### src/logic/scd_pkg.sv
// scd_pkg: constants, register map and carrier types for the switch config decoder
// assumes: one 100 MHz clock, APB register access, switch closed pulls the pin low
package scd_pkg;
    // ------------------------------------------------------------
    // timing
    // ------------------------------------------------------------
    localparam int CLK_MHZ = 100;
    localparam int DEB_TIME_US = 5000;                   // switch bounce settle time
    localparam int DEB_CYCLES_DEF = DEB_TIME_US * CLK_MHZ;
    localparam int TEST_TIME_US = 2;                     // self-test run time
    localparam int TEST_CYCLES = TEST_TIME_US * CLK_MHZ;
    localparam int CNT_W = 20;

    // ------------------------------------------------------------
    // configuration
    // ------------------------------------------------------------
    localparam logic [7:0] CFG_PTR_ONLY = 8'hFF;         // all eight selectors closed
    localparam int NUM_DRV = 4;
    localparam logic [NUM_DRV-1:0] LOCK_ALL = 4'hF;
    localparam logic [NUM_DRV-1:0] LOCK_NONE = 4'h0;
    localparam logic [3:0] XCMD_WSR = 4'h0;              // write switch register function

    // ------------------------------------------------------------
    // register map (byte addresses)
    // ------------------------------------------------------------
    localparam logic [7:0] STATUS_OFS = 8'h00;
    localparam logic [7:0] CFG_PTR_OFS = 8'h04;
    localparam logic [7:0] CFG_REC_OFS = 8'h08;
    localparam logic [7:0] WLOCK_OFS = 8'h0C;
    localparam logic [7:0] XCMD_OFS = 8'h10;
    localparam int XCMD_FUNC_LSB = 0;
    localparam int XCMD_MASK_LSB = 8;
    localparam int STAT_ID_LSB = 8;

    // ------------------------------------------------------------
    // carriers
    // ------------------------------------------------------------
    // switch bank, 1 = closed
    typedef struct packed {
        logic hard_reset;
        logic auto_seek;
        logic wlock;
        logic [2:0] scsi_id;
        logic [7:0] ptr;
    } scd_sw_t;

    // configuration record as read from the prom
    typedef struct packed {
        logic [21:0] capacity;
        logic [1:0] blk_size;
        logic blk_size_vld;
        logic drv_type;
        logic [2:0] drv_addr;
        logic [2:0] fmt_addr;
    } scd_rec_t;

    typedef enum logic [2:0] {ST_SETTLE, ST_HALT, ST_TEST, ST_LOAD, ST_FETCH, ST_RUN} scd_state_t;
endpackage

### src/logic/scd_switch_config_decoder.sv
// scd_switch_config_decoder: samples the switch bank, runs reset and self-test,
// fetches the config record and keeps per-drive write locks
// assumes: prom data valid in the cycle after the address changes; switch pins are raw
`timescale 1ns/1ps
module scd_switch_config_decoder import scd_pkg::*; #(
    parameter int DEB_CYCLES = DEB_CYCLES_DEF
) (
    // clock and reset
    input wire logic pclk,
    input wire logic presetn,
    // apb slave
    input wire logic psel,
    input wire logic penable,
    input wire logic pwrite,
    input wire logic [7:0] paddr,
    input wire logic [31:0] pwdata,
    output logic [31:0] prdata,
    output logic pready,
    output logic pslverr,
    // switch pins, low = closed
    input wire logic cfg_ptr_lsb_switch_n,
    input wire logic [5:0] cfg_ptr_mid_switches_n,
    input wire logic cfg_ptr_msb_switch_n,
    input wire logic scsi_id_bit2_switch_n,
    input wire logic scsi_id_bit1_switch_n,
    input wire logic scsi_id_bit0_switch_n,
    input wire logic hard_reset_switch_n,
    input wire logic auto_seek_switch_n,
    input wire logic powerup_write_lock_switch_n,
    // configuration prom
    output logic [7:0] cfg_prom_addr,
    input wire logic [31:0] cfg_prom_data,
    // controller core
    output logic cpu_halt,
    output logic selftest_busy,
    output scd_rec_t cfg_rec,
    output logic cfg_valid,
    output logic [2:0] scsi_id,
    // write requests from the core
    input wire logic wr_req,
    input wire logic [1:0] wr_drive,
    output logic wr_grant,
    output logic wr_refuse,
    // read/write command header
    input wire logic cmd_valid,
    input wire logic cmd_rw,
    input wire logic [8:0] hdr_cyl,
    input wire logic hdr_trk,
    output logic seek_start,
    output logic [8:0] seek_cyl,
    output logic seek_trk
);
    localparam logic [CNT_W-1:0] DEB_LAST = CNT_W'(DEB_CYCLES - 1);
    localparam logic [CNT_W-1:0] TEST_LAST = CNT_W'(TEST_CYCLES - 1);
    // ------------------------------------------------------------
    // switch sampling and bounce filter
    // ------------------------------------------------------------
    scd_sw_t raw, s1_reg, s2_reg, last_reg, last_next, filt_reg, filt_next;
    logic [CNT_W-1:0] deb_cnt_reg, deb_cnt_next;
    logic deb_ok_reg, deb_ok_next;
    // pins are inverted so closed reads as one
    assign raw.ptr = ~{cfg_ptr_msb_switch_n, cfg_ptr_mid_switches_n, cfg_ptr_lsb_switch_n};
    assign raw.scsi_id = ~{scsi_id_bit2_switch_n, scsi_id_bit1_switch_n, scsi_id_bit0_switch_n};
    assign raw.hard_reset = ~hard_reset_switch_n;
    assign raw.auto_seek = ~auto_seek_switch_n;
    assign raw.wlock = ~powerup_write_lock_switch_n;
    // whole bank must hold still for the settle time; one counter is cheaper than fourteen
    always_comb begin
        last_next = s2_reg;
        filt_next = filt_reg;
        deb_ok_next = deb_ok_reg;
        deb_cnt_next = '0;
        if (s2_reg == last_reg) begin
            deb_cnt_next = deb_cnt_reg;
            if (deb_cnt_reg == DEB_LAST) begin
                filt_next = last_reg;
                deb_ok_next = 1'b1;
            end else begin
                deb_cnt_next = deb_cnt_reg + 1'b1;
            end
        end
    end
    always_ff @(posedge pclk or negedge presetn) begin
        if (!presetn) begin
            s1_reg <= '0;
            s2_reg <= '0;
            last_reg <= '0;
            filt_reg <= '0;
            deb_cnt_reg <= '0;
            deb_ok_reg <= 1'b0;
        end else begin
            s1_reg <= raw;
            s2_reg <= s1_reg;
            last_reg <= last_next;
            filt_reg <= filt_next;
            deb_cnt_reg <= deb_cnt_next;
            deb_ok_reg <= deb_ok_next;
        end
    end
    // ------------------------------------------------------------
    // sequencer, configuration, locks and core-facing outputs
    // ------------------------------------------------------------
    scd_state_t st_reg, st_next;
    logic [CNT_W-1:0] tcnt_reg, tcnt_next;
    logic [7:0] ptr_reg, ptr_next;
    logic [2:0] id_reg, id_next;
    logic pwl_reg, pwl_next, vld_reg, vld_next;
    scd_rec_t rec_reg, rec_next;
    logic [NUM_DRV-1:0] lock_reg, lock_next;
    logic grant_reg, grant_next, refuse_reg, refuse_next, halt_reg, halt_next, busy_reg, busy_next;
    logic seek_reg, seek_next, strk_reg, strk_next;
    logic [8:0] scyl_reg, scyl_next;
    logic xcmd_wr;
    logic [31:0] xcmd_data;
    always_comb begin
        st_next = st_reg;
        tcnt_next = '0;
        ptr_next = ptr_reg;
        id_next = id_reg;
        pwl_next = pwl_reg;
        vld_next = vld_reg;
        rec_next = rec_reg;
        lock_next = lock_reg;
        grant_next = 1'b0;
        refuse_next = 1'b0;
        seek_next = 1'b0;
        scyl_next = scyl_reg;
        strk_next = strk_reg;
        case (st_reg)
            ST_SETTLE: begin
                if (deb_ok_reg) begin
                    st_next = filt_reg.hard_reset ? ST_HALT : ST_TEST;
                end
            end
            ST_HALT: begin
                // hold everything at its initial value while the switch is closed
                ptr_next = '0;
                id_next = '0;
                pwl_next = 1'b0;
                vld_next = 1'b0;
                rec_next = '0;
                lock_next = LOCK_NONE;
                scyl_next = '0;
                strk_next = 1'b0;
                if (!filt_reg.hard_reset) begin
                    st_next = ST_TEST;
                end
            end
            ST_TEST: begin
                tcnt_next = tcnt_reg + 1'b1;
                if (filt_reg.hard_reset) begin
                    st_next = ST_HALT;
                end else if (tcnt_reg == TEST_LAST) begin
                    st_next = ST_LOAD;
                end
            end
            ST_LOAD: begin
                // one-time capture; later switch moves are ignored until next reset
                ptr_next = filt_reg.ptr;
                id_next = filt_reg.scsi_id;
                pwl_next = filt_reg.wlock;
                lock_next = filt_reg.wlock ? LOCK_ALL : LOCK_NONE;
                st_next = ST_FETCH;
            end
            ST_FETCH: begin
                rec_next = scd_rec_t'(cfg_prom_data);
                vld_next = (ptr_reg == CFG_PTR_ONLY);
                st_next = ST_RUN;
            end
            ST_RUN: begin
                if (filt_reg.hard_reset) begin
                    st_next = ST_HALT;
                end
                if (wr_req) begin
                    refuse_next = lock_reg[wr_drive];
                    grant_next = ~lock_reg[wr_drive];
                end
                // auto-seek is read live, as is hard reset; the other switches are frozen at load
                if (cmd_valid && cmd_rw && filt_reg.auto_seek) begin
                    seek_next = 1'b1;
                    scyl_next = hdr_cyl;
                    strk_next = hdr_trk;
                end
                if (xcmd_wr && xcmd_data[XCMD_FUNC_LSB +: 4] == XCMD_WSR) begin
                    lock_next = xcmd_data[XCMD_MASK_LSB +: NUM_DRV];
                end
            end
            default: begin
                st_next = ST_SETTLE;
            end
        endcase
        halt_next = (st_next == ST_HALT) || (st_next == ST_SETTLE);
        busy_next = (st_next == ST_TEST);
    end

    always_ff @(posedge pclk or negedge presetn) begin
        if (!presetn) begin
            st_reg <= ST_SETTLE;
            tcnt_reg <= '0;
            ptr_reg <= '0;
            id_reg <= '0;
            pwl_reg <= 1'b0;
            vld_reg <= 1'b0;
            rec_reg <= '0;
            lock_reg <= LOCK_NONE;
            grant_reg <= 1'b0;
            refuse_reg <= 1'b0;
            seek_reg <= 1'b0;
            scyl_reg <= '0;
            strk_reg <= 1'b0;
            halt_reg <= 1'b1;
            busy_reg <= 1'b0;
        end else begin
            st_reg <= st_next;
            tcnt_reg <= tcnt_next;
            ptr_reg <= ptr_next;
            id_reg <= id_next;
            pwl_reg <= pwl_next;
            vld_reg <= vld_next;
            rec_reg <= rec_next;
            lock_reg <= lock_next;
            grant_reg <= grant_next;
            refuse_reg <= refuse_next;
            seek_reg <= seek_next;
            scyl_reg <= scyl_next;
            strk_reg <= strk_next;
            halt_reg <= halt_next;
            busy_reg <= busy_next;
        end
    end
    // halt and busy leave flops, decoded one state ahead so they track st_reg
    assign cpu_halt = halt_reg;
    assign selftest_busy = busy_reg;
    assign cfg_prom_addr = ptr_reg;
    assign cfg_rec = rec_reg;
    assign cfg_valid = vld_reg;
    assign scsi_id = id_reg;
    assign wr_grant = grant_reg;
    assign wr_refuse = refuse_reg;
    assign seek_start = seek_reg;
    assign seek_cyl = scyl_reg;
    assign seek_trk = strk_reg;
    // ------------------------------------------------------------
    // apb slave, one wait-free access phase
    // ------------------------------------------------------------
    logic [31:0] rdata_reg, rdata_next;
    logic rdy_reg, rdy_next, err_reg, err_next;
    logic [31:0] status;
    assign status = {21'h0, id_reg, 1'b0, pwl_reg, filt_reg.auto_seek, ~vld_reg, vld_reg,
                     st_reg == ST_RUN, selftest_busy, cpu_halt};
    assign xcmd_wr = psel && penable && rdy_reg && pwrite && paddr == XCMD_OFS;
    assign xcmd_data = pwdata;
    // answer decoded in setup so pready and prdata come from flops
    always_comb begin
        rdy_next = psel && !penable;
        rdata_next = '0;
        err_next = 1'b0;
        if (psel && !penable) begin
            case (paddr)
                STATUS_OFS: rdata_next = status;
                CFG_PTR_OFS: rdata_next = {24'h0, ptr_reg};
                CFG_REC_OFS: rdata_next = rec_reg;
                WLOCK_OFS: rdata_next = {28'h0, lock_reg};
                XCMD_OFS: rdata_next = '0;
                default: err_next = 1'b1;
            endcase
        end
    end

    always_ff @(posedge pclk or negedge presetn) begin
        if (!presetn) begin
            rdata_reg <= '0;
            rdy_reg <= 1'b0;
            err_reg <= 1'b0;
        end else begin
            rdata_reg <= rdata_next;
            rdy_reg <= rdy_next;
            err_reg <= err_next;
        end
    end
    assign prdata = rdata_reg;
    assign pready = rdy_reg;
    assign pslverr = err_reg;
    // ------------------------------------------------------------
    // checks
    // ------------------------------------------------------------
    chk_ptr_load: assert property (@(posedge pclk) disable iff (!presetn)
        st_reg == ST_LOAD |=> ptr_reg == $past(filt_reg.ptr)) else $error("pointer not loaded from switches");
    chk_valid_ff: assert property (@(posedge pclk) disable iff (!presetn)
        st_reg == ST_RUN |-> vld_reg == (ptr_reg == 8'hFF)) else $error("config valid wrong");
    chk_rec_take: assert property (@(posedge pclk) disable iff (!presetn)
        st_reg == ST_FETCH |=> rec_reg == $past(cfg_prom_data)) else $error("record not taken");
    chk_id_map: assert property (@(posedge pclk) disable iff (!presetn)
        st_reg == ST_LOAD |=> scsi_id == $past(filt_reg.scsi_id)) else $error("scsi id mismatch");
    chk_halt_init: assert property (@(posedge pclk) disable iff (!presetn)
        st_reg == ST_HALT ##1 st_reg == ST_HALT |-> cpu_halt && lock_reg == 4'h0 && !vld_reg
        && !wr_grant) else $error("not initialised while halted");
    chk_test_after: assert property (@(posedge pclk) disable iff (!presetn)
        st_reg == ST_HALT && !filt_reg.hard_reset |=> selftest_busy) else $error("no self-test");
    chk_seek_fire: assert property (@(posedge pclk) disable iff (!presetn)
        st_reg == ST_RUN && cmd_valid && cmd_rw && filt_reg.auto_seek && !filt_reg.hard_reset
        |=> seek_start && seek_cyl == $past(hdr_cyl)) else $error("auto seek missing");
    chk_pwr_lock: assert property (@(posedge pclk) disable iff (!presetn)
        st_reg == ST_LOAD && filt_reg.wlock |=> lock_reg == 4'hF) else $error("power-up lock missed");
    chk_wr_refuse: assert property (@(posedge pclk) disable iff (!presetn)
        st_reg == ST_RUN && wr_req && lock_reg[wr_drive] |=> wr_refuse && !wr_grant)
        else $error("locked drive written");
    chk_xcmd_lock: assert property (@(posedge pclk) disable iff (!presetn)
        st_reg == ST_RUN && xcmd_wr && pwdata[3:0] == 4'h0 && !filt_reg.hard_reset
        |=> lock_reg == $past(pwdata[11:8])) else $error("selective lock failed");
    chk_sync_path: assert property (@(posedge pclk) disable iff (!presetn)
        $changed(filt_reg) |-> $past(s2_reg) == $past(last_reg)) else $error("unfiltered switch change");
    chk_no_reload: assert property (@(posedge pclk) disable iff (!presetn)
        st_reg == ST_RUN && $past(st_reg) == ST_RUN |-> $stable(ptr_reg) && $stable(scsi_id))
        else $error("config reloaded in operation");
    cov_run: cover property (@(posedge pclk) disable iff (!presetn) st_reg == ST_RUN && vld_reg);
    cov_switch_reset: cover property (@(posedge pclk) disable iff (!presetn)
        st_reg == ST_HALT ##1 st_reg == ST_TEST);
    cov_refuse: cover property (@(posedge pclk) disable iff (!presetn) wr_refuse);
    cov_seek: cover property (@(posedge pclk) disable iff (!presetn) seek_start);
endmodule
### config.mk
export PLATFORM = sky130hd
export DESIGN_NAME = scd_switch_config_decoder
export DESIGN_NICKNAME = d
export VERILOG_FILES = /design/src/logic/scd_pkg.sv /design/src/logic/scd_switch_config_decoder.sv
export SDC_FILE = /design/constraint.sdc
export NUM_CORES = 1
export LEC_CHECK = 0
export ABC_AREA = 1
export BUFFER_PORTS_ARGS = -buffer_cell sky130_fd_sc_hd__buf_2
export CAP_MARGIN = 15
export CORE_MARGIN = 1
export CORE_UTILIZATION = 50
export CTS_CLUSTER_DIAMETER = 30
export DETAILED_ROUTE_END_ITERATION = 8
export PLACE_DENSITY = 0.83
export SETUP_SLACK_MARGIN = 0.2
export SLEW_MARGIN = 20
export SYNTH_ARGS = -nofsm -noshare
export SYNTH_HDL_FRONTEND = slang
export SYNTH_SLANG_ARGS = --single-unit
### constraint.sdc
create_clock -name pclk -period 3.6 [get_ports pclk]
set_clock_uncertainty 0.1 [all_clocks]
set_input_delay 0.54 -clock pclk [delete_from_list [all_inputs] [get_ports pclk]]
set_output_delay 0.54 -clock pclk [all_outputs]
set_load 0.01 [all_outputs]
## Word level (Yosys, flattened, before mapping)

Index checks and enable logic that the tools add are counted.

- Output and inout bits: 93
- Flip-flop bits (word level): 198
- Word-level logic and storage cells: 129
- Input bits: 106

- Multiplexer cells: 34
- Order comparisons: 1
- Add/subtract/negate cells: 2
- Reductions and logical operators: 22
- Bitwise operators: 7
- Eq/ne operators: 18

Operator list:

| operator | count |
|---|---|
| $pmux W32 S4 | 1 |
| $pmux W32 S2 | 1 |
| $mux W20 | 3 |
| $add A20 B1 Y20 const B | 2 |
| $mux W32 | 1 |
| $eq A20 B19 Y1 const B | 1 |
| $eq A20 B8 Y1 const B | 1 |
| $pmux W3 S6 | 1 |
| $pmux W9 S2 | 1 |
| $eq A8 B4 Y1 const B | 2 |
| $pmux W8 S2 | 1 |
| $mux W3 | 5 |
| $eq A14 B14 Y1 | 1 |
| $pmux W4 S3 | 1 |
| $mux W1 | 10 |
| $eq A3 B2 Y1 const B | 3 |
| $mux W9 | 1 |
| $eq A8 B3 Y1 const B | 1 |
| $eq A8 B5 Y1 const B | 1 |
| $eq A8 B8 Y1 const B | 1 |
| $logic_and A1 B1 Y1 | 8 |
| $logic_not A8 Y1 | 1 |
| $mux W4 | 2 |
| $not A8 Y8 | 1 |
| 19 further kinds | 33 |

## Depth between registers and ports, before layout

- Depth in word-level cells: 7
- Depth in mapped cells: 12

## Worst setup path before layout

OpenSTA, ideal clock, no wires.

- Path kind: input-to-reg
- Start: in paddr[5]
- End: reg rdata_reg[4] (netlist: prdata[4])
- Path slack: 1.996 ns
- Library setup time: 0.063 ns
- Data arrival time: 1.441 ns
- Stages: 9
- Path buffers: 0
- Cells stage by stage: nor2_1 nand3_1 inv_1 nand4_2 inv_1 nand2_1 o211ai_1 nand2_1 inv_1

- Longest elaborated chain between the ends: 3

RTL lines:

| element | line | source |
|---|---|---|
| start: declaration | scd_switch_config_decoder.sv:15 | `input wire logic [7:0] paddr,` |
| $eq A8 B4 Y1 (tied with other cells) | scd_switch_config_decoder.sv:259 | `case (paddr)` |
| $pmux W32 S4 * | scd_switch_config_decoder.sv:259 |  |
| $mux W32 * | scd_switch_config_decoder.sv:258 | `if (psel && !penable) begin` |
| named net rdata_next[4] | scd_switch_config_decoder.sv:246 | `logic [31:0] rdata_reg, rdata_next;` |
| end signal: assignment | scd_switch_config_decoder.sv:276 | `rdata_reg <= rdata_next;` |
| end: declaration | scd_switch_config_decoder.sv:246 |  |

The timed path passes the listed nets; every way through them passes the cells marked *.
A chain may end at the register's enable or synchronous reset.

## Final worst setup path

- Start: reg last_reg[9] (netlist bit)
- End: reg filt_reg[6] (netlist bit)

- Longest elaborated chain between the ends: 2

RTL lines:

| element | line | source |
|---|---|---|
| start: declaration | scd_switch_config_decoder.sv:58 | `scd_sw_t raw, s1_reg, s2_reg, last_reg, last_next, filt_reg, filt_next;` |
| start signal: assignment | scd_switch_config_decoder.sv:94 | `last_reg <= last_next;` |
| $eq A14 B14 Y1 | scd_switch_config_decoder.sv:73 | `if (s2_reg == last_reg) begin` |
| $reduce_and A2 Y1 (no source line) | n/a |  |
| end signal: assignment | scd_switch_config_decoder.sv:95 | `filt_reg <= filt_next;` |
| end: declaration | scd_switch_config_decoder.sv:58 |  |

Every way passes these cells.

==> flow_metrics.env <==
export IMPL_place_ws_ns=1.420
export IMPL_p_int_mw=3.292
export IMPL_slew_headroom_pct=46.72
export IMPL_synth_top_area_cell="dfrtp_1"
export IMPL_drv_cap=0
export IMPL_die_area_um2=17100
export IMPL_grt_pass1_wl_um=28660
export IMPL_htree_levels=4
export IMPL_grt_use_total_pct=22.04
export IMPL_vias=6640
export IMPL_area_delta_synth_final_pct=19.99
export IMPL_syn_num_nets=1027
export IMPL_status="finished clean"
export IMPL_die_w_um=130.8
export IMPL_required_ns=3.82
export IMPL_arrival_ns=2.41
export IMPL_first_iter_violations=330
export IMPL_gp_congestion=0.8960
export IMPL_grt_setup_unrepaired="no"
export IMPL_antenna_found_initial=0
export IMPL_crit_family="simple AND/OR/NAND/NOR gates"
export IMPL_finalCriticalPeriod_ns=2.188
export IMPL_pin_count=199
export IMPL_syn_inst=919
export IMPL_drt_total_wl_um=18610
export IMPL_path_class="flip-flop to flip-flop"
export IMPL_cp_slowest_cell="inv_2"
export IMPL_synth_common_cells="nand2_1 (214), dfrtp_1 (197), inv_1 (130)"
export IMPL_tns_ns=0
export IMPL_peakVddDrop_uv=349.8
export IMPL_overflow=0
export IMPL_leakagePower_nw=5.188
export IMPL_synthArstFlopShare_pct=100.0
export IMPL_first_pass_iters=7
export IMPL_worst_pin_slew_ns=0.7948
export IMPL_finalInstanceArea_um2=9951
export IMPL_route_detailed_drc=0
export IMPL_end_kind="flip-flop"
export IMPL_num_fill_cells=1357
export IMPL_die_y_um=130.8
export IMPL_cp_max_fo=25
export IMPL_p_total_mw=4.248
export IMPL_dp_hpwl_um=13640
export IMPL_fin_nets=1205
export IMPL_crit_path_start_kind="flip-flop"
export IMPL_fin_crit_sh_pct=60.78
export IMPL_fmax_mhz=457.0
export IMPL_synth_enable_flop_cells=0
export IMPL_path_cells="nor2_1 -> nor2_1 -> nor2_1 -> nand2_1 -> nor2_1 -> nand2_1 -> inv_2 -> nand2_4 -> nand2_1 -> nand2_1"
export IMPL_swShare_pct=22.50
export IMPL_grt_max_degree=81
export IMPL_cpPeakStageDelay_ns=0.48
export IMPL_power_frac_seq_pct=53.3
export IMPL_cts_hold_buffers_added=0
export IMPL_post_cts_buffers=0
export IMPL_numCtsBuffers=17
export IMPL_hold_ws_ns=0.01828
export IMPL_clkLatencyLatePin_ns=0.43
export IMPL_synth_cell_type_count=44
export IMPL_place_inst=1294
export IMPL_p_switching_mw=0.9559
export IMPL_clock_path_buffers=2
export IMPL_ys_seq_elements=198
export IMPL_synth_area_leaders="dfrtp_1 (59%), nand2_1 (9.7%), inv_1 (5.9%), nand3_1 (4.0%), nor2_1 (3.8%)"
export IMPL_critical_path_buf_inv_count=1
export IMPL_wire_per_inst_um=14.05
export IMPL_syn_cell_area_um2=8293
export IMPL_cts_root_buf="clkbuf_16"
export IMPL_seq_area_frac_synth_pct=59.76
export IMPL_drive_above_1_share_pct=22.11
export IMPL_synth_most_common_cell="nand2_1"
export IMPL_antenna_cells=0
export IMPL_synth_top_cell_area_share_pct=59.44
export IMPL_power_density_nw_per_um2=426.9
export IMPL_rows=46
export IMPL_path_clk_slew_ns=0.07
export IMPL_start_util_pct=51.64
export IMPL_power_frac_comb_pct=3.1
export IMPL_hold_violations=0
export IMPL_ant_nets=0
export IMPL_synth_flop_cell="dfrtp_1"
export IMPL_power_frac_clock_pct=43.6
export IMPL_cts_tree="done"
export IMPL_placed_area_um2=9370
export IMPL_vias_per_cell=5.015
export IMPL_slew_viol_final=0
export IMPL_synth_avg_cell_area_um2=9.024
export IMPL_clock_sinks=198
export IMPL_yosys_warnings=0
export IMPL_utilization_pct=61.97
export IMPL_setup_viol=0
export IMPL_core_area_um2=16060
export IMPL_stdcell_count=1324
export IMPL_post_cts_resized=0
export IMPL_numPortBuffers=174
export IMPL_grt_pass1_vias=5925
export IMPL_min_path_type="primary input to asynchronous set/reset pin"
export IMPL_fin_ws_ns=1.412
==> path summary, 6_finish.rpt <==
check / from / slack [ns] / depth (start not counted) / end
worst min-delay path: presetn / 0.02 / 1 / seek_start
max in group asynchronous: presetn / 2.54 / 2 / cpu_halt
worst max-delay path: last_reg[9] / 1.41 / 10 / filt_reg[6]
min in group pclk: scsi_id_bit0_switch_n / 0.14 / 2 / s1_reg[8]
worst min register to register: s1_reg[0] / 0.25 / 0 / last_next[0]
worst max register to register: last_reg[9] / 1.41 / 10 / filt_reg[6]
==> worst register-to-register path, delay by kind of cell (launching register included) <==
kind	cells	cell delay, ns
and+or+nand+nor	9	1.09
buffers and inverters	1	0.48
DFF	1	0.40
==> cell type report <==
type | count | area (um^2) | share of cell area (%)
Sequential cell | 198 | 4956 | 49.81
Multi-Input combinational cell | 560 | 2685 | 26.98
Timing Repair Buffer | 179 | 929.6 | 9.342
Inverter | 141 | 529.3 | 5.319
Clock buffer | 18 | 439.2 | 4.413
Tap cell | 216 | 270.3 | 2.716
Clock inverter | 12 | 141.4 | 1.421
==> power groups by stage <==
| stage | clock (mW) | sequential [mW] | combinational [mW] |
|---|---|---|---|
| finish | 1.85 | 2.26 | 0.132 |
| global route | 1.97 | 2.27 | 0.153 |
| CTS | 1.89 | 2.26 | 0.136 |
| detailed placement | 0 | 2.31 | 0.135 |
| global placement | 0 | 2.30 | 0.132 |
| floorplan | 0 | 2.30 | 0.0315 |
==> layer usage <==
layer  wire length (um)  track usage [%]  share of wire [%]  vias to the layer above
met5                  0                0                  0                        -
met4                410            8.587                2.2                        0
met3               1132            4.072                6.1                       29
met2               9029            36.91                 49                      244
met1               8033            28.47                 43                     3090
li1                   -                -                  -                     3277
==> cells by family (layout without fill, tap and decap cells) <==
logic type	Yosys count	in the layout	share of synthesized area, %
compound gates	97	97	6.412
flops	198	198	59.76
xor+xnor	8	8	0.8449
buf+inv	161	350	7.861
simple gates	453	453	24.82
fa+ha+maj	2	2	0.3017
==> layout by cell type (no fill, tap or decap), drive strengths merged, types with 19 or more instances in the layout <==
master,instances
clkbuf,19
o21ai,54
nand3,67
nor3,48
nand2,220
inv,145
a21oi,27
nor2,94
dfrtp,197
buf,178
No activity file was read; power rests on OpenSTA's default activity.
